## src/pcic_regs.svh

```systemverilog
// Buffer memory offsets, codes and timing counts for the controller info clear block.
`ifndef PCIC_REGS_SVH
`define PCIC_REGS_SVH
`define PCIC_ADDR_W 12
`define PCIC_OFS_CLEAR_REQ 12'h080
`define PCIC_OFS_CH1_SEQ 12'h255
`define PCIC_OFS_CH1_ERR 12'h25a
`define PCIC_OFS_CH2_SEQ 12'h265
`define PCIC_OFS_CH2_ERR 12'h26a
`define PCIC_SYS_LO 12'h100
`define PCIC_SYS_HI 12'h1ff
`define PCIC_CLEAR_CODE 16'h4c43
`define PCIC_DONE_CODE 16'h0000
`define PCIC_SEQ_INIT 16'h0000
`define PCIC_ERR_RANGE 16'h7140
`define PCIC_ERR_CMD 16'h7142
`define PCIC_ERR_DEV 16'h714d
`define PCIC_CLEAR_NS 100
`define PCIC_CLOCK_NS 5
`define PCIC_CLEAR_CYC ((`PCIC_CLEAR_NS + `PCIC_CLOCK_NS - 1) / `PCIC_CLOCK_NS)
`endif

```

## src/pcic_pkg.sv

```systemverilog
// Types shared by the controller info clear block.
package pcic_pkg;
	typedef enum logic [2:0] {PCIC_IDLE, PCIC_WAIT_REINIT, PCIC_CLEAR, PCIC_DONE} pcic_state_e;
	typedef logic [15:0] pcic_word_t;
	typedef enum logic [1:0] {PCIC_INFO_NONE, PCIC_INFO_FETCH, PCIC_INFO_VALID} pcic_info_e;
endpackage : pcic_pkg

```

## src/pcic_sync.sv

```systemverilog
// Two flip-flop synchroniser for a level from outside the clock domain.
module pcic_sync
(
	// Clock and reset.
	input wire logic clock,
	input wire logic rst,
	// Level in and out.
	input wire logic din,
	output logic dout
);
	logic s1_ff;
	logic s2_ff;
	always_ff @(posedge clock or posedge rst)
	begin
		if (rst)
		begin
			s1_ff <= 1'b0;
			s2_ff <= 1'b0;
		end
		else
		begin
			s1_ff <= din;
			s2_ff <= s1_ff;
		end
	end
	assign dout = s2_ff;
endmodule : pcic_sync

```

## src/pcic_info_cache.sv

```systemverilog
// Cached target controller type information with fetch-on-first-access.
`include "pcic_regs.svh"
module pcic_info_cache
	import pcic_pkg::*;
(
	// Clock and reset.
	input wire logic clock,
	input wire logic rst,
	// Control.
	input wire logic clear,
	input wire logic access,
	input wire logic fetch_done,
	input wire pcic_word_t fetch_type,
	// State.
	output logic fetch_req,
	output logic info_valid,
	output pcic_word_t info_type
);
	pcic_info_e st_ff;
	pcic_info_e nxt_st;
	pcic_word_t type_ff;
	pcic_word_t nxt_type;
	always_comb
	begin
		nxt_st = st_ff;
		nxt_type = type_ff;
		if (clear)
		begin
			nxt_st = PCIC_INFO_NONE;
			nxt_type = 16'h0000;
		end
		else
		begin
			unique case (st_ff)
				PCIC_INFO_NONE:
					if (access)
						nxt_st = PCIC_INFO_FETCH;
				PCIC_INFO_FETCH:
					if (fetch_done)
					begin
						nxt_st = PCIC_INFO_VALID;
						nxt_type = fetch_type;
					end
				PCIC_INFO_VALID:
					nxt_st = PCIC_INFO_VALID;
			endcase
		end
	end
	always_ff @(posedge clock or posedge rst)
	begin
		if (rst)
		begin
			st_ff <= PCIC_INFO_NONE;
			type_ff <= 16'h0000;
		end
		else
		begin
			st_ff <= nxt_st;
			type_ff <= nxt_type;
		end
	end
	assign fetch_req = (st_ff == PCIC_INFO_FETCH);
	assign info_valid = (st_ff == PCIC_INFO_VALID);
	assign info_type = type_ff;
endmodule : pcic_info_cache

```

## src/pcic_clear_handler.sv

```systemverilog
// Controller info clear handshake, sequence status and transmit error code words.
// Notes on behaviour
// - Run clear, then write zero back.
// - Clear reinitializes both sequence status words.
// - Serial receive data discarded while clearing.
// - Modem line dropped when clearing starts.
// - Clear waits for running reinitialize.
// - Cache cleared at reset and controller reset.
// - First access fetches and caches controller type.
// - Narrowed range reports error 7140h.
// - Unusable commands report 7142h or 714dh.
// - Negative acknowledge stores code; zero write clears.
// - Error lamp may stay off on NAK.
// - Each buffer address holds one 16-bit word.
// - System area refuses outside writes.
// - Read-only words ignore writes.
`include "pcic_regs.svh"
module pcic_clear_handler
	import pcic_pkg::*;
#(
	parameter int CLEAR_CYCLES = `PCIC_CLEAR_CYC
)
(
	// Clock and reset.
	input wire logic clock,
	input wire logic rst,
	// Buffer memory port from the controller.
	input wire logic bm_wr,
	input wire logic bm_rd,
	input wire logic [`PCIC_ADDR_W-1:0] bm_addr,
	input wire pcic_pkg::pcic_word_t bm_wdata,
	output pcic_pkg::pcic_word_t bm_rdata,
	output logic bm_rvalid,
	// Controller status.
	input wire logic cpu_reset,
	input wire logic reinit_busy,
	// Serial receive side.
	input wire logic rx_valid,
	input wire logic [7:0] rx_data,
	output logic rx_out_valid,
	output logic [7:0] rx_out_data,
	// Modem line from the pin.
	input wire logic modem_present,
	output logic modem_line_on,
	// Host protocol engine.
	input wire logic hp_access,
	input wire logic hp_fetch_done,
	input wire pcic_pkg::pcic_word_t hp_fetch_type,
	input wire logic hp_fetch_bad_range,
	input wire logic hp_fetch_bad_cmd,
	input wire logic hp_fetch_bad_dev,
	input wire logic nak_ch1,
	input wire logic nak_ch2,
	input wire pcic_pkg::pcic_word_t nak_code,
	input wire pcic_pkg::pcic_word_t seq_ch1_in,
	input wire pcic_pkg::pcic_word_t seq_ch2_in,
	input wire logic seq_ch1_upd,
	input wire logic seq_ch2_upd,
	output logic hp_fetch_req,
	output logic hp_info_valid,
	output logic err_lamp,
	output logic clear_busy
);
	import pcic_pkg::*;

	function automatic logic is_sys(input logic [`PCIC_ADDR_W-1:0] a);
		is_sys = (a >= `PCIC_SYS_LO) && (a <= `PCIC_SYS_HI);
	endfunction : is_sys

	pcic_state_e st_ff;
	pcic_state_e nxt_st;
	pcic_word_t req_ff;
	pcic_word_t nxt_req;
	pcic_word_t seq1_ff;
	pcic_word_t nxt_seq1;
	pcic_word_t seq2_ff;
	pcic_word_t nxt_seq2;
	pcic_word_t err1_ff;
	pcic_word_t nxt_err1;
	pcic_word_t err2_ff;
	pcic_word_t nxt_err2;
	logic [15:0] cnt_ff;
	logic [15:0] nxt_cnt;
	pcic_word_t rdata_ff;
	pcic_word_t nxt_rdata;
	logic rvalid_ff;
	logic rxv_ff;
	logic nxt_rxv;
	logic [7:0] rxd_ff;
	logic modem_ff;
	logic nxt_modem;
	logic cpu_reset_s;
	logic modem_s;
	logic fetch_req_w;
	logic info_valid_w;
	logic fetch_req_ff;
	logic info_valid_ff;
	logic busy_ff;
	logic nxt_busy;
	logic cache_clear;
	pcic_word_t fetch_err;

	pcic_sync u_sync_cpu_reset
	(
		.clock(clock),
		.rst(rst),
		.din(cpu_reset),
		.dout(cpu_reset_s)
	);

	pcic_sync u_sync_modem
	(
		.clock(clock),
		.rst(rst),
		.din(modem_present),
		.dout(modem_s)
	);

	// The cache drops on a finished clear; controller reset clears it too.
	assign cache_clear = cpu_reset_s || (st_ff == PCIC_CLEAR && cnt_ff == 16'h0000);

	pcic_info_cache u_cache
	(
		.clock(clock),
		.rst(rst),
		.clear(cache_clear),
		.access(hp_access),
		.fetch_done(hp_fetch_done),
		.fetch_type(hp_fetch_type),
		.fetch_req(fetch_req_w),
		.info_valid(info_valid_w),
		.info_type()
	);

	// A bad fetch leaves a usable but limited cache, so the code comes from the cause.
	always_comb
	begin
		fetch_err = `PCIC_DONE_CODE;
		if (hp_fetch_bad_range)
			fetch_err = `PCIC_ERR_RANGE;
		else if (hp_fetch_bad_cmd)
			fetch_err = `PCIC_ERR_CMD;
		else if (hp_fetch_bad_dev)
			fetch_err = `PCIC_ERR_DEV;
	end

	always_comb
	begin
		nxt_st = st_ff;
		nxt_req = req_ff;
		nxt_cnt = cnt_ff;
		nxt_seq1 = seq1_ff;
		nxt_seq2 = seq2_ff;
		nxt_err1 = err1_ff;
		nxt_err2 = err2_ff;
		nxt_modem = modem_ff;
		nxt_rdata = rdata_ff;
		nxt_rxv = 1'b0;
		if (seq_ch1_upd)
			nxt_seq1 = seq_ch1_in;
		if (seq_ch2_upd)
			nxt_seq2 = seq_ch2_in;
		// Writes land first so that a hardware store in the same cycle wins.
		if (bm_wr && !is_sys(bm_addr))
		begin
			unique case (bm_addr)
				`PCIC_OFS_CLEAR_REQ:
					if (st_ff == PCIC_IDLE)
						nxt_req = bm_wdata;
				`PCIC_OFS_CH1_ERR:
					nxt_err1 = bm_wdata;
				`PCIC_OFS_CH2_ERR:
					nxt_err2 = bm_wdata;
				default:
					nxt_req = nxt_req;
			endcase
		end
		if (nak_ch1)
			nxt_err1 = nak_code;
		else if (hp_fetch_done && fetch_err != `PCIC_DONE_CODE)
			nxt_err1 = fetch_err;
		if (nak_ch2)
			nxt_err2 = nak_code;
		// The line follows the pin while idle and in the done step, and is taken before the state step so that a start can drop it.
		if (st_ff == PCIC_IDLE)
			nxt_modem = modem_s;
		unique case (st_ff)
			PCIC_IDLE:
				if (req_ff == `PCIC_CLEAR_CODE)
				begin
					if (reinit_busy)
						nxt_st = PCIC_WAIT_REINIT;
					else
					begin
						nxt_st = PCIC_CLEAR;
						nxt_cnt = 16'(CLEAR_CYCLES - 1);
						nxt_modem = 1'b0;
					end
				end
			PCIC_WAIT_REINIT:
				if (!reinit_busy)
				begin
					nxt_st = PCIC_CLEAR;
					nxt_cnt = 16'(CLEAR_CYCLES - 1);
					nxt_modem = 1'b0;
				end
			PCIC_CLEAR:
				if (cnt_ff == 16'h0000)
				begin
					nxt_st = PCIC_DONE;
					nxt_seq1 = `PCIC_SEQ_INIT;
					nxt_seq2 = `PCIC_SEQ_INIT;
				end
				else
					nxt_cnt = cnt_ff - 16'h0001;
			PCIC_DONE:
			begin
				nxt_st = PCIC_IDLE;
				nxt_req = `PCIC_DONE_CODE;
				nxt_modem = modem_s;
			end
		endcase
		nxt_busy = (nxt_st != PCIC_IDLE);
		if (rx_valid && st_ff == PCIC_IDLE)
			nxt_rxv = 1'b1;
		if (bm_rd)
		begin
			unique case (bm_addr)
				`PCIC_OFS_CLEAR_REQ:
					nxt_rdata = req_ff;
				`PCIC_OFS_CH1_SEQ:
					nxt_rdata = seq1_ff;
				`PCIC_OFS_CH1_ERR:
					nxt_rdata = err1_ff;
				`PCIC_OFS_CH2_SEQ:
					nxt_rdata = seq2_ff;
				`PCIC_OFS_CH2_ERR:
					nxt_rdata = err2_ff;
				default:
					nxt_rdata = 16'h0000;
			endcase
		end
	end

	always_ff @(posedge clock or posedge rst)
	begin
		if (rst)
		begin
			st_ff <= PCIC_IDLE;
			req_ff <= 16'h0000;
			cnt_ff <= 16'h0000;
			seq1_ff <= 16'h0000;
			seq2_ff <= 16'h0000;
			err1_ff <= 16'h0000;
			err2_ff <= 16'h0000;
			modem_ff <= 1'b0;
			rdata_ff <= 16'h0000;
			rvalid_ff <= 1'b0;
			rxv_ff <= 1'b0;
			rxd_ff <= 8'h00;
			fetch_req_ff <= 1'b0;
			info_valid_ff <= 1'b0;
			busy_ff <= 1'b0;
		end
		else
		begin
			st_ff <= nxt_st;
			req_ff <= nxt_req;
			cnt_ff <= nxt_cnt;
			seq1_ff <= nxt_seq1;
			seq2_ff <= nxt_seq2;
			err1_ff <= nxt_err1;
			err2_ff <= nxt_err2;
			modem_ff <= nxt_modem;
			rdata_ff <= nxt_rdata;
			rvalid_ff <= bm_rd;
			rxv_ff <= nxt_rxv;
			rxd_ff <= rx_data;
			fetch_req_ff <= fetch_req_w;
			info_valid_ff <= info_valid_w;
			busy_ff <= nxt_busy;
		end
	end

	assign bm_rdata = rdata_ff;
	assign bm_rvalid = rvalid_ff;
	assign rx_out_valid = rxv_ff;
	assign rx_out_data = rxd_ff;
	assign modem_line_on = modem_ff;
	assign hp_fetch_req = fetch_req_ff;
	assign hp_info_valid = info_valid_ff;
	// The lamp is left dark on a negative acknowledge.
	assign err_lamp = 1'b0;
	assign clear_busy = busy_ff;

	AST_DONE_WRITE: assert property (@(posedge clock) disable iff (rst) (st_ff == PCIC_DONE) |=> (req_ff == 16'h0000)) else $error("done not written");
	AST_SEQ_INIT: assert property (@(posedge clock) disable iff (rst) (st_ff == PCIC_CLEAR && cnt_ff == 16'h0000 && !seq_ch1_upd) |=> (seq1_ff == 16'h0000)) else $error("seq not reset");
	AST_RX_DROP: assert property (@(posedge clock) disable iff (rst) (st_ff != PCIC_IDLE) |=> !rx_out_valid) else $error("rx passed during clear");
	AST_MODEM_DROP: assert property (@(posedge clock) disable iff (rst) (st_ff == PCIC_IDLE && req_ff == 16'h4c43 && !reinit_busy) |=> (!modem_line_on && st_ff == PCIC_CLEAR)) else $error("modem not dropped");
	AST_DEFER: assert property (@(posedge clock) disable iff (rst) (st_ff == PCIC_WAIT_REINIT && reinit_busy) |=> (st_ff == PCIC_WAIT_REINIT)) else $error("clear ran during reinit");
	AST_NAK_STORE: assert property (@(posedge clock) disable iff (rst) nak_ch1 |=> (err1_ff == $past(nak_code))) else $error("nak code lost");
	AST_SYS_WRITE: assert property (@(posedge clock) disable iff (rst) (bm_wr && is_sys(bm_addr) && !nak_ch1 && !hp_fetch_done) |=> $stable(err1_ff)) else $error("system write took effect");
	AST_BAD_REQ: assert property (@(posedge clock) disable iff (rst) (st_ff == PCIC_IDLE && req_ff != 16'h4c43) |=> (st_ff == PCIC_IDLE)) else $error("bad code started clear");
	AST_CLEAR_LEN: assert property (@(posedge clock) disable iff (rst) $rose(st_ff == PCIC_CLEAR) |-> ##[1:1000] (st_ff == PCIC_DONE)) else $error("clear did not finish");
endmodule : pcic_clear_handler

```

## config.mk

```make
export PLATFORM = sky130hd
export DESIGN_NAME = pcic_clear_handler
export DESIGN_NICKNAME = d
export VERILOG_FILES = /design/src/pcic_pkg.sv /design/src/pcic_sync.sv /design/src/pcic_info_cache.sv /design/src/pcic_clear_handler.sv
export VERILOG_INCLUDE_DIRS = /design/src /design/src/src
export SDC_FILE = /design/constraint.sdc
export NUM_CORES = 1
export LEC_CHECK = 0
export BUFFER_PORTS_ARGS = -buffer_cell sky130_fd_sc_hd__buf_2
export CAP_MARGIN = 20
export CORE_ASPECT_RATIO = 0.8
export CORE_UTILIZATION = 40
export CTS_CLUSTER_SIZE = 10
export DETAILED_ROUTE_END_ITERATION = 16
export HOLD_SLACK_MARGIN = 0.1
export PLACE_DENSITY = 0.61
export SLEW_MARGIN = 20
export SYNTH_ARGS = -nofsm -noshare
export SYNTH_HDL_FRONTEND = slang
export SYNTH_SLANG_ARGS = --single-unit
```

## constraint.sdc

```tcl
create_clock -name clock -period 4.28 [get_ports clock]
set_input_delay 0.214 -clock clock [delete_from_list [all_inputs] [get_ports clock]]
set_output_delay 0.214 -clock clock [all_outputs]
set_load 0.1 [all_outputs]
```

# Word level (Yosys, flattened, before mapping)
# Index checks and enable logic that the tools add are counted.
[op_classes] reduce_logical=25 eq_ne=15 add_sub_neg=1 n_lt_le_gt_ge=2 n_mux=39
[op_table] operator="16-bit 2-to-1 mux" count=20
[op_table] operator="16-bit case mux with 5 select lines" count=1
[op_table] operator="12-bit by 10-bit equality test with 1-bit output (second input constant)" count=4
[op_table] operator="16-bit case mux with 3 select lines" count=1
[op_table] operator="15-bit 2-to-1 mux" count=3
[op_table] operator="16-bit by 15-bit equality test with 1-bit output (second input constant)" count=1
[op_table] operator="16-bit zero test" count=1
[op_table] operator="16-bit nonzero test" count=1
[op_table] operator="16-bit by 1-bit subtractor with 16-bit output (second input constant)" count=1
[op_table] operator="12-bit by 8-bit equality test with 1-bit output (second input constant)" count=1
[op_table] operator="12-bit by 9-bit greater-or-equal comparator with 1-bit output (second input constant)" count=1
[op_table] operator="12-bit by 9-bit <= comparator with 1-bit output (second input constant)" count=1
[op_table] operator="3-bit case mux with 4 select lines" count=1
[op_table] operator="3-bit nonzero test" count=4
[op_table] operator="2-bit nonzero test" count=5
[op_table] operator="3-bit 2-to-1 mux" count=3
[op_table] operator="2-bit 2-to-1 mux" count=4
[op_table] operator="3-bit by 2-bit equality test with 1-bit output (second input constant)" count=2
[op_table] operator="2-bit case mux with 3 select lines" count=1
[op_table] operator="2-bit AND reduction" count=3
[op_table] operator="3-bit AND reduction" count=2
[op_table] operator="1-bit logical AND" count=5
[op_table] operator="1-bit 2-to-1 mux" count=4
[op_table] operator="3-bit by 1-bit equality test with 1-bit output (second input constant)" count=1
[op_table] operator="other kinds (11)" count=11
[totals] regBits=135 elab_cells=102 input_bits=117 out_inout_bits=31

# Logic depth before layout (Yosys ltp)
# Gate-level depths: netlist of the first run.
[depth] word_depth=7 mapped_depth=7 ltp_nobuf=7

# Hierarchy
# A second synthesis of the first run with hierarchy kept.
[unflattened] cells_unflattened=701 area_unflattened_um2=7110.6
[modules_own_cells] mod="pcic_clear_handler" n_inst=1 cells_per_inst=608 area_each_um2=6190.9 seq_area_each_um2=3228.1
[modules_own_cells] mod="pcic_info_cache" n_inst=1 cells_per_inst=87 area_each_um2=812.0 seq_area_each_um2=450.4
[modules_own_cells] mod="pcic_sync" n_inst=2 cells_per_inst=3 area_each_um2=53.8 seq_area_each_um2=50.0

# Worst setup path after synthesis of the first run
# OpenSTA, ideal clock, no wires.
[synth_timing] path_kind="register -> register" start="register cnt_ff[0]" end="register cnt_ff[15]" path_slack_ps=2330 period_less_slack_ps=1950 stages_incl_launch_ff=6 setup_ps=124 path_buffers=1 arrival_time_ps=1826 t_required_ps=4156 cell_sequence="dfrtp_1 -> or4_1 -> buf_2 -> or3_4 -> o211a_1 -> a211o_1"
[synth_via] elab_chain_len=3 elab_cells_between_ends=6 cone_classes="add/sub: 1; eq/ne: 1; mux: 2; reduce/logical: 2"
[synth_lines] item="start, declared" line="pcic_clear_handler.sv:82" source="logic [15:0] cnt_ff;"
[synth_lines] item="start signal, assigned" line="pcic_clear_handler.sv:269" source="cnt_ff <= nxt_cnt;"
[synth_lines] item="16-bit by 1-bit subtractor with 16-bit output or 16-bit zero test (tied branches)" line="pcic_clear_handler.sv:215, pcic_clear_handler.sv:208"
[synth_lines] item="16-bit 2-to-1 mux or 2-bit != test (tied branches)"
[synth_lines] item="16-bit case mux with 3 select lines or 3-bit AND reduction (tied branches)"
# Parallel ways exist; a longest one is shown, timed or not. The select of a mux whose other input is x is not followed.
# A chain may end at the register's enable or synchronous reset.

# Final worst setup path of the first run
[layout_timing] start="register cnt_ff[0]" end="register cnt_ff[14]"
# Same word-level chain as after synthesis.

==> metrics.yaml, run 1 <==
max-slew-margin-rel_pct: 27.53
fraction_of_layout_instances_using_a_drive_strength_above_1_pct: 23.74
clockBufferDepth: 2
cts_tree: "yes"
maximum_number_of_pins_on_one_net_before_global_route_repair: 64
antenna_found_initial: 0
fin_hold_ws_ns: 0.1158
setup_repair_after_global_routing_missed_its_margin: "no"
ioPinCount: 148
worst-r2r-setup-slack_ns: 2.02
hpwl_um: 13400
final_min_period_over_clock_period_pct: 52.75
dr.pass1.iters: 6
synth_cells: 614
totalWireLength_um: 18940
setup_total_negative_slack_ns: 0
cts_inserted_buffers: 17
worstPathArrival_ns: 2.56
ff_latch_count_synth: 135
status: "completed"
synth-main-ff-cell: "dfrtp_1"
timing.hold.worst.start: "nak_code[2]"
power.leakage_uw: 0.003822
grt_first_pass_wirelength_um: 29100
core_region_area_um2: 15750
die_area_um2: 16560
tightestPinTransition_ns: 1.087
cts_setup_buffers: 0
synth.net_count: 736
placed_cells_incl_taps: 930
yosysWarningCount: 0
synthArstFlopShare_pct: 100.0
antennaDiodeCount: 0
power_density_over_the_cells_nw_per_um2: 431.5
dr.first_iter.drc_count: 500
ctsResizeCount: 0
hold_end: "err2_ff[2]"
final-max-slew-violation-count: 0
ant_nets: 0
rr_endpoint: "cnt_ff[14]"
routed_wire_length_per_instance_um: 18.81
synth-seq-area-share_pct: 52.63
vias_per_cell: 5.542
fin_skew_ns: 0.01109
floorplan.die.width_um: 143.6
htree_num_levels: 4
timing.critical_path.from_type: "flop"
chipHeight_um: 115.3
worst-r2r-cell-count: 7
number_of_failing_setup_endpoints_in_the_final_timing_report: 0
finalWorstPathRequiredPeriod_ns: 2.258
area.growth.synth_to_final_pct: 29.32
gr-total-overflow: 0
worstPathMaxFanout: 5
globalRouteTotalUtil_pct: 23.86
gp_congestion: 0.8870
critical_path_required_ns: 4.58
fmax_mhz: 443.0
min_path_type: "primary input to flop"
ctsRootBufferMaster: "clkbuf_16"
mean_instance_size_in_the_synthesized_netlist_um2: 10.45
criticalPathCategory: "flop to flop"
worstReg2RegStart: "cnt_ff[0]"
ir_drop_v: 0.0004805
synth_edf_count: 0
remaining_drc_errors: 0
mappedNetlistArea_um2: 6419
num-fill-cells: 1407
tritoncts_num_sinks: 135
timing.max_cap.violations: 0
initial_core_util_pct: 40.76
nNetsFinal: 902
worst_hold_path.num_cells: 3
rows: 41
hold_violations: 0
grt_pass1_vias: 5358
critical_path.endpoint_type: "flop"
port_buffers: 130
clk_pin_slew_worst_paths_ns: 0.06
clock_latency_ns: 0.42
finalNonFillerCells: 1007
number_of_library_cell_types_mapped_by_synthesis: 63
via_count: 5581
[worst max-delay path by stage]
stage	start	to	slack, ns	depth (start not counted)
floorplan	rst	bm_rdata[0]	0.45	1
global placement	bm_addr[8]	bm_rdata[3]	2.02	6
detailed placement	bm_addr[9]	err2_ff[12]	2.00	5
CTS	req_ff[4]	cnt_ff[14]	2.05	5
global route	cnt_ff[4]	cnt_ff[5]	1.83	5
finish	cnt_ff[0]	cnt_ff[14]	2.02	7
[Yosys cell counts, drive strengths merged (2+ instances only)]
master   count  area [um^2]
a31oi        9        56.30
and3         2        12.51
o22a         3        26.28
nand2       39        146.4
and2         5        31.28
a211o        3        26.28
mux2i       65        650.6
nor3        10        60.06
a21oi       39        195.2
nand4        3        25.02
o21ai       24        120.1
o31a         2        17.52
nor2       100        375.4
a222oi       9        90.09
o21a         2        15.01
a22oi       25        187.7
o22ai        6        37.54
or3          3        23.77
nor2b        6        37.54
or4          2        15.01
o2bb2ai     12        105.1
nor4         5        52.55
a32oi        5        43.79
a221oi       4        35.03
inv         11        41.29
nor3b        4        30.03
o31ai        2        15.01
or2          2        12.52
o211a        2        20.02
nand3        5        25.02
o41ai        2        17.52
ha           5        62.56
dfrtp      135         3378
and4bb       4        50.05
buf         14        81.32
clkbuf      25        95.09
o211ai       2        15.01
nor4b        2        30.03
a21o         2        15.01
[placed cells by master, fill, tap and decap left out, types with 3 or more instances in the layout]
cell and instances:
nor3_1 8, nor3b_1 4, buf_4 10, a221oi_1 4, and2_1 5, clkinv_2 6, o21ai_0 23, nor4_1 3
o22a_1 3, buf_2 130, bufinv_16 3, nand2_1 39, o22ai_1 6, dlygate4sd3_1 46, mux2i_1 65, a31oi_1 9
and4bb_2 4, clkbuf_16 17, inv_1 10, nor2b_1 6, nand3_1 5, dfrtp_1 135, a222oi_1 9, a211o_1 3
o2bb2ai_1 12, nor2_1 99, a32oi_1 5, a22oi_1 25, ha_1 5, a21oi_1 39
[kinds of logic (layout without fill, tap and decap cells)]
group | after synthesis | count (layout) | synth area share, %
and+or+nand+nor | 196 | 196 | 15.01
AOI/OAI and AO/OA | 161 | 161 | 17.62
DFF | 135 | 135 | 52.63
muxes | 66 | 66 | 10.31
buffers and inverters | 50 | 228 | 3.392
adders and majority gates | 5 | 5 | 0.9747
other | 1 | 1 | 0.05842
[metrics by stage]
step | setup slack (ns) | area [um^2] | utilization, % | power, uW
after global routing | 1.835 | 8300 | 52.71 | 3724
after floorplan | 0.4549 | 6419 | - | 1899
after CTS | 2.049 | 8298 | 52.69 | 3599
after detailed placement | 2.001 | 7249 | 46.03 | 2088
final | 2.022 | 8300 | 52.71 | 3581
after global placement | 2.022 | 7249 | 46.03 | 2061
[metal layers]
layer,track usage (%),wire (um),up-vias
met1,35.14,9107,2753
met4,8.227,284,0
li1,-,-,2577
met3,5.331,1387,21
met5,0,0,-
met2,34.37,8161,230
[critical path, cell delays in order, from the launching register on]
cell and delay (ns):
dfrtp_1 0.42, inv_1 0.10, ha_1 0.19, nor3b_1 0.54, nand3_1 0.22, nor3_1 0.27
a21oi_1 0.13, a221o_1 0.27
[where the power goes]
part,switching (uW),leakage (uW),internal [uW]
logic,416,0.00187,200
registers,93.1,0.00166,1400
clock network,538,0.000292,937
[timing repair]
| item | 4_1_cts | 5_1_grt |
|---|---|---|
| endpoints found under the hold margin | 106 | 0 |
| hold buffers | 46 | 0 |
| endpoints found under the setup margin | 0 | 0 |
[flip-flops by register name, indices dropped and copies added (netlist names), 2 cells and up]
signal / count
bm_rdata: 16
rx_out_data: 8
err1_ff: 16
req_ff: 16
seq1_ff: 16
st_ff: 3
seq2_ff: 16
err2_ff: 16
cnt_ff: 16
u_cache.st_ff: 2
[layout make-up]
class | instances | area (um^2) | area share [%]
Multi-Input combinational cell | 429 | 2835 | 34.16
Clock buffer | 21 | 460.4 | 5.547
Clock inverter | 10 | 127.6 | 1.538
Tap cell | 215 | 269.0 | 3.241
Timing Repair Buffer | 186 | 1186 | 14.29
Inverter | 11 | 43.79 | 0.5276
Sequential cell | 135 | 3378 | 40.70
Power figures use the tool's default switching activity.
==> run 2, diff against run 1 <==
Settings changed: ABC_AREA set to 1, PLACE_DENSITY 0.61 to 0.6.
Clock period 4.28 ns to 2.1 ns, I/O delays scaled along.
==> metrics.yaml, run 2 <==
final_cell_area_um2: 9437  # +14%
synthXorXnorAreaFrac_pct: 0.7326  # +0.73 points
mean_instance_size_in_the_synthesized_netlist_um2: 7.814  # -25%
ant_nets: 0  # unchanged
timing.max_cap.violations: 0  # unchanged
core_region_area_um2: 17430  # +11%
dr.first_iter.drc_count: 387  # -23%
clk_pin_slew_worst_paths_ns: 0.06  # about the same
synth_adder_area_share_pct: 0.8721  # -0.10 points
fin_hold_ws_ns: 0.1090  # -0.006837 ns
fin_skew_ns: 0.007356  # -0.003737 ns
multi_input_area_um2: 3171  # +12%
htree_num_levels: 4  # unchanged
portion_of_synthesized_cell_area_occupied_by_the_leading_cell_type_pct: 47.10  # -5.5 points
mostFrequentLayoutCells: "215 x nand2_1, 135 x dfrtp_1, 130 x buf_2, 116 x nor2_1, 105 x inv_1"
via_count: 6665  # +19%
hold_violations: 0  # unchanged
post_synth_main_area_contributors: "dfrtp_1 47%, nand2_1 11%, nand3_1 6.3%, nor2_1 6.1%, inv_1 5.5%"
power_density_over_the_cells_nw_per_um2: 1070  # +150%
ctsResizeCount: 0  # unchanged
critical_path_required_ns: 2.45  # -2.13 ns
vias_per_cell: 4.926  # -11%
netlist_top_cells_count: "215 x nand2_1, 135 x dfrtp_1, 116 x nor2_1, 106 x inv_1, 90 x nand3_1"
initial_core_util_pct: 41.15  # +0.39 points
layout_commonest_cell: "nand2_1"
globalRoute.busiestLayer: "met1"
totalWireLength_um: 20500  # +8.2%
timing.critical_path.from_type: "flop"
synthArstFlopShare_pct: 100.0  # unchanged
clock_latency_ns: 0.43  # about the same
rows: 43  # +4.9%
number_of_library_cell_types_mapped_by_synthesis: 37  # -41%
min_path_type: "primary input to flop"
ir_drop_v: 0.0007675  # +60%
globalRouteTotalUtil_pct: 23.32  # -0.53 points
worstPathArrival_ns: 2.12  # -0.44 ns
global_route.usage.met3_pct: 5.468  # +0.14 points
die_area_um2: 18480  # +12%
use_met1_pct: 34.61  # -0.53 points
post_synthesis_mux_area_share_pct: 5.024  # -5.3 points
clockBufferDepth: 2  # unchanged
tritoncts_num_sinks: 135  # unchanged
port_buffers: 130  # unchanged
tightestPinTransition_ns: 0.5518  # -0.5353 ns
synth.net_count: 1040  # +41%
cts_tree: "yes"
synth-seq-area-share_pct: 47.10  # -5.5 points
final-max-slew-violation-count: 0  # unchanged
placement.cell_area_um2: 8097  # +12%
cts_inserted_buffers: 17  # unchanged
final_min_period_over_clock_period_pct: 84.37  # +32 points
antenna_found_initial: 0  # unchanged
synth_top_family_by_area: "simple AND/OR/NAND/NOR gates"
grt_util_met2_pct: 33.72  # -0.65 points
worstPathMaxFanout: 3  # -2
synth-main-ff-cell: "dfrtp_1"
grt_first_pass_wirelength_um: 32320  # +11%
yosysWarningCount: 0  # unchanged
maximum_number_of_pins_on_one_net_before_global_route_repair: 70  # +9.4%
chipHeight_um: 121.8  # +5.6%
antennaDiodeCount: 0  # unchanged
remaining_drc_errors: 0  # unchanged
hpwl_um: 14140  # +5.5%
gp_congestion: 0.8463  # -4.6%
synth_cells: 918  # +50%
ff_latch_count_synth: 135  # unchanged
max-slew-margin-rel_pct: 63.18  # +36 points
fmax_mhz: 564.4  # +27%
yosys.area.top_type: "dfrtp_1"
num-fill-cells: 1655  # +18%
number_of_failing_setup_endpoints_in_the_final_timing_report: 0  # unchanged
compound_gate_portion_of_the_synthesized_area_pct: 9.768  # -7.9 points
fraction_of_layout_instances_using_a_drive_strength_above_1_pct: 21.01  # -2.7 points
synth_edf_count: 0  # unchanged
routed_wire_length_per_instance_um: 15.15  # -19%
nNetsFinal: 1237  # +37%
synth_simple_gate_area_share_pct: 27.58  # +13 points
final_core_utilization_pct: 54.13  # +1.4 points
dr.pass1.iters: 5  # -1
sequential_cell_area_um2: 3378  # unchanged
finalWorstPathRequiredPeriod_ns: 1.772  # -0.4858 ns
setup_repair_after_global_routing_missed_its_margin: "no"
critical_path.endpoint_type: "flop"
ioPinCount: 148  # unchanged
synth_most_common_cell: "nand2_1"
mappedNetlistArea_um2: 7173  # +12%
criticalPathCategory: "flop to flop"
setup_total_negative_slack_ns: 0  # unchanged
area.growth.synth_to_final_pct: 31.55
floorplan.die.width_um: 151.7  # +5.6%
gr-total-overflow: 0  # unchanged
power.leakage_uw: 0.004934  # +29%
ctsRootBufferMaster: "clkbuf_16"
grt_pass1_vias: 6215  # +16%
status: "completed"
[run 2: changes by cell type in the layout (fill, tap and decap cells not counted), sizes merged, moves of 15 or more]
cell | previous run | this run
nand2 | 39 | 218
mux2i | 65 | 0
o21a | 2 | 17
a22oi | 25 | 0
nand3 | 5 | 95
mux2 | 1 | 32
dlygate4sd3 | 46 | 72
nand4 | 3 | 19
o21ai | 24 | 39
nor2 | 100 | 121
inv | 11 | 107
[run 2: what timing repair did]
item | CTS | global route
endpoints found under the hold margin | 94 | 0
hold buffers | 72 | 0
buffers inserted | 0 | 0
[run 2: worst paths after layout]
kind                                    start                 to  slack, ns  cells after the start
min reg2reg                u_sync_modem.s1_ff  u_sync_modem.dout       0.35                      0
max                          u_cache.st_ff[1]   u_cache.st_ff[0]       0.33                      7
max in group asynchronous                 rst         seq2_ff[0]       1.13                      4
min                              bm_wdata[15]         req_ff[15]       0.11                      5
min in group asynchronous                 rst          cnt_ff[6]       0.26                      3
max reg2reg                  u_cache.st_ff[1]   u_cache.st_ff[0]       0.33                      7
[run 2: final cells by class]
type                       instances  area share [%]
multi-input combinational        628           33.60
tap                              225           2.983
timing repair buffer             224           16.68
inverter                         109           4.375
sequential                       135           35.80
clock inverter                     8           1.246
clock buffer                      24           5.317
[run 2: where the power goes]
group	leakage (uW)	switching [uW]	internal, uW
Combinational	0.00297	2210	1100
Sequential	0.00166	459	3190
Clock	0.000306	1110	2020
Total	0.00493	3780	6310
[run 2: cells by family after synthesis]
logic type / after synthesis
buf+inv: 155
compound gates: 122
mux: 32
flops: 135
fa+ha+maj: 5
xor+xnor: 6
simple gates: 462
other cells: 1
[run 2: through the flow]
stage | setup slack, ns | cells | power [uW]
floorplan | 0.3158 | 918 | 6099
global placement | 0.4564 | 1249 | 6807
detailed placement | 0.4208 | 1249 | 6853
CTS | 0.3794 | 1353 | 10130
global route | 0.2355 | 1353 | 10750
finish | 0.3283 | 1353 | 10100
[run 2: critical path: stages (launching register included)]
cell and delay (ns):
dfrtp_1 0.38, inv_1 0.10, ha_1 0.19, inv_1 0.05, o22ai_1 0.21, dlygate4sd3_1 0.59, nand2_1 0.05, a21oi_1 0.13
[run 2: per-layer routing]
metal / vias up / part of all wire, % / wire [um]
li1: 3357 / - / -
met4: 0 / 1.2 / 250
met1: 3092 / 50 / 10310
met2: 197 / 43 / 8723
met3: 19 / 5.9 / 1219
met5: - / 0 / 0
==> run 3, diff against run 2 <==
Settings changed: PLACE_DENSITY 0.6 to 0.63.
Clock period 2.1 ns to 1.6 ns, I/O delays scaled along.
==> metrics.yaml, run 3 (synthesized netlist as in run 2, its figures left out) <==
status: "completed"
finalNonFillerCells: 1402  # +3.6%
placed_cells_incl_taps: 1285  # +2.9%
rows: 43  # unchanged
critical_path.endpoint_type: "flop"
port_buffers: 130  # unchanged
setup_repair_after_global_routing_missed_its_margin: "yes"
die_area_um2: 18480  # unchanged
final_cell_area_um2: 9917  # +5.1%
fraction_of_layout_instances_using_a_drive_strength_above_1_pct: 24.81  # +3.8 points
gr-total-overflow: 0  # unchanged
timing.hold.worst.start: "bm_wdata[6]"
initial_core_util_pct: 41.15  # unchanged
final_core_utilization_pct: 56.89  # +2.8 points
criticalPathCategory: "flop to flop"
htree_num_levels: 4  # unchanged
routed_wire_length_per_instance_um: 15.05  # -0.64%
clock_latency_ns: 0.43  # about the same
power_density_over_the_cells_nw_per_um2: 1395  # +30%
clockBufferDepth: 2  # unchanged
critPathLaunch: "st_ff[2]"
totalWireLength_um: 21110  # +3.0%
power.leakage_uw: 0.005167  # +4.7%
switching_share_pct: 39.79  # +2.3 points
ioPinCount: 148  # unchanged
antennaDiodeCount: 0  # unchanged
globalRouteTotalUtil_pct: 23.77  # +0.44 points
vias_per_cell: 4.952  # +0.53%
cts_inserted_buffers: 17  # unchanged
layout_commonest_cell: "nand2_1"
cts_tree: "yes"
area.growth.synth_to_final_pct: 38.25
clk_pin_slew_worst_paths_ns: 0.06  # about the same
pre_cts_ws_ns: -0.009079  # -0.4299 ns
nNetsFinal: 1286  # +4.0%
ir_drop_v: 0.001527  # +99%
via_count: 6943  # +4.2%
timing.critical_path.from_type: "flop"
final-max-slew-violation-count: 0  # unchanged
tightestPinTransition_ns: 0.5541  # +0.002350 ns
chipHeight_um: 121.8  # unchanged
hpwl_um: 14610  # +3.4%
worstPathArrival_ns: 1.83  # -0.29 ns
critical_path_required_ns: 1.93  # -0.52 ns
fin_skew_ns: 0.01133  # +0.003970 ns
grt_first_pass_wirelength_um: 33060  # +2.3%
grt_pass1_vias: 6422  # +3.3%
floorplan.die.width_um: 151.7  # unchanged
proportion_of_power_drawn_by_combinational_gates_pct: 38.5  # +5.6 points
dr.pass1.iters: 5  # unchanged
final_critical_path_setup_slack_ns: 0.09791  # -0.2304 ns
placement.cell_area_um2: 8442  # +4.3%
power.share.clock_pct: 27.2  # -3.8 points
dr.first_iter.drc_count: 596  # +54%
ant_nets: 0  # unchanged
internal_power_uw: 8331  # +32%
final_min_period_over_clock_period_pct: 93.88  # +9.5 points
total_power_uw: 13840  # +37%
seq_power_share_pct: 34.3  # -1.9 points
worstReg2RegStart: "st_ff[2]"
maximum_number_of_pins_on_one_net_before_global_route_repair: 86  # +23%
number_of_failing_setup_endpoints_in_the_final_timing_report: 0  # unchanged
fmax_mhz: 665.7  # +18%
net-switching-power_uw: 5507  # +46%
ctsRootBufferMaster: "clkbuf_16"
core_region_area_um2: 17430  # unchanged
tritoncts_num_sinks: 135  # unchanged
gp_congestion: 0.8688  # +2.7%
antenna_found_initial: 0  # unchanged
max-slew-margin-rel_pct: 63.02  # -0.16 points
mostFrequentLayoutCells: "214 x nand2_1, 133 x dfrtp_1, 130 x buf_2, 108 x nor2_1, 101 x inv_1"
timing.max_cap.violations: 0  # unchanged
finalWorstPathRequiredPeriod_ns: 1.502  # -0.2696 ns
hold_violations: 0  # unchanged
remaining_drc_errors: 0  # unchanged
min_path_type: "primary input to flop"
worstPathMaxFanout: 17  # +14
run 3: per-layer routing:
metal  GRT usage, %  share of wire [%]  vias to the layer above
met3          4.419                6.2                       21
met5              0                  0                        -
met2          34.52                 43                      244
li1               -                  -                     3458
met4          6.993                1.4                        0
met1          35.69                 50                     3220
run 3: repair_timing:
action	4_1_cts	5_1_grt
endpoints found under the hold margin	227	0
setup buffers	0	1
hold buffers	86	0
resized for setup	2	21
pin swaps	0	2
setup endpoints to repair	6	69
run 3: critical path, stage by stage (launching register included):
cell,delay [ns]
dfrtp_1,0.44
inv_2,0.14
nand3_1,0.22
inv_2,0.34
a21oi_1,0.07
o21ai_0,0.20
run 3: path summary, 6_finish.rpt:
path	slack, ns	cells past startpoint	end
max in group asynchronous	0.24	5	err2_ff[3]
min in group asynchronous	0.69	4	rx_out_data[2]
worst min-delay path	0.12	4	err2_ff[6]
worst max-delay path	0.1	5	modem_line_on
worst min register to register	0.35	0	u_sync_modem.dout
worst max register to register	0.1	5	modem_line_on
run 3: final cells by class:
cell class              count  area, um^2
clock buffers              17       425.4
clock inverters            15       138.9
repair buffers            273        2058
inverters                 109       412.9
flip-flops and latches    135        3381
well taps                 225       281.5
multi-input cells         628        3219
fillers                  1599        7515
run 3: power by group through the flow:
stage | Combinational (uW) | Clock, uW | Sequential, uW
after floorplan | 2710 | 0 | 5300
after global placement | 4900 | 0 | 4730
after detailed placement | 4960 | 0 | 4750
after CTS | 5200 | 3830 | 4700
after global routing | 5890 | 3960 | 4830
final | 5330 | 3760 | 4740
run 3: stage by stage:
stage | setup TNS (ns) | hold slack (ns)
after CTS | 0 | 0.1145
after detailed placement | -0.01239 | 0.004938
after global placement | 0 | 0.005251
after floorplan | -21.49 | 0.1114
after global routing | -0.03484 | 0.1460
final | 0 | 0.1229
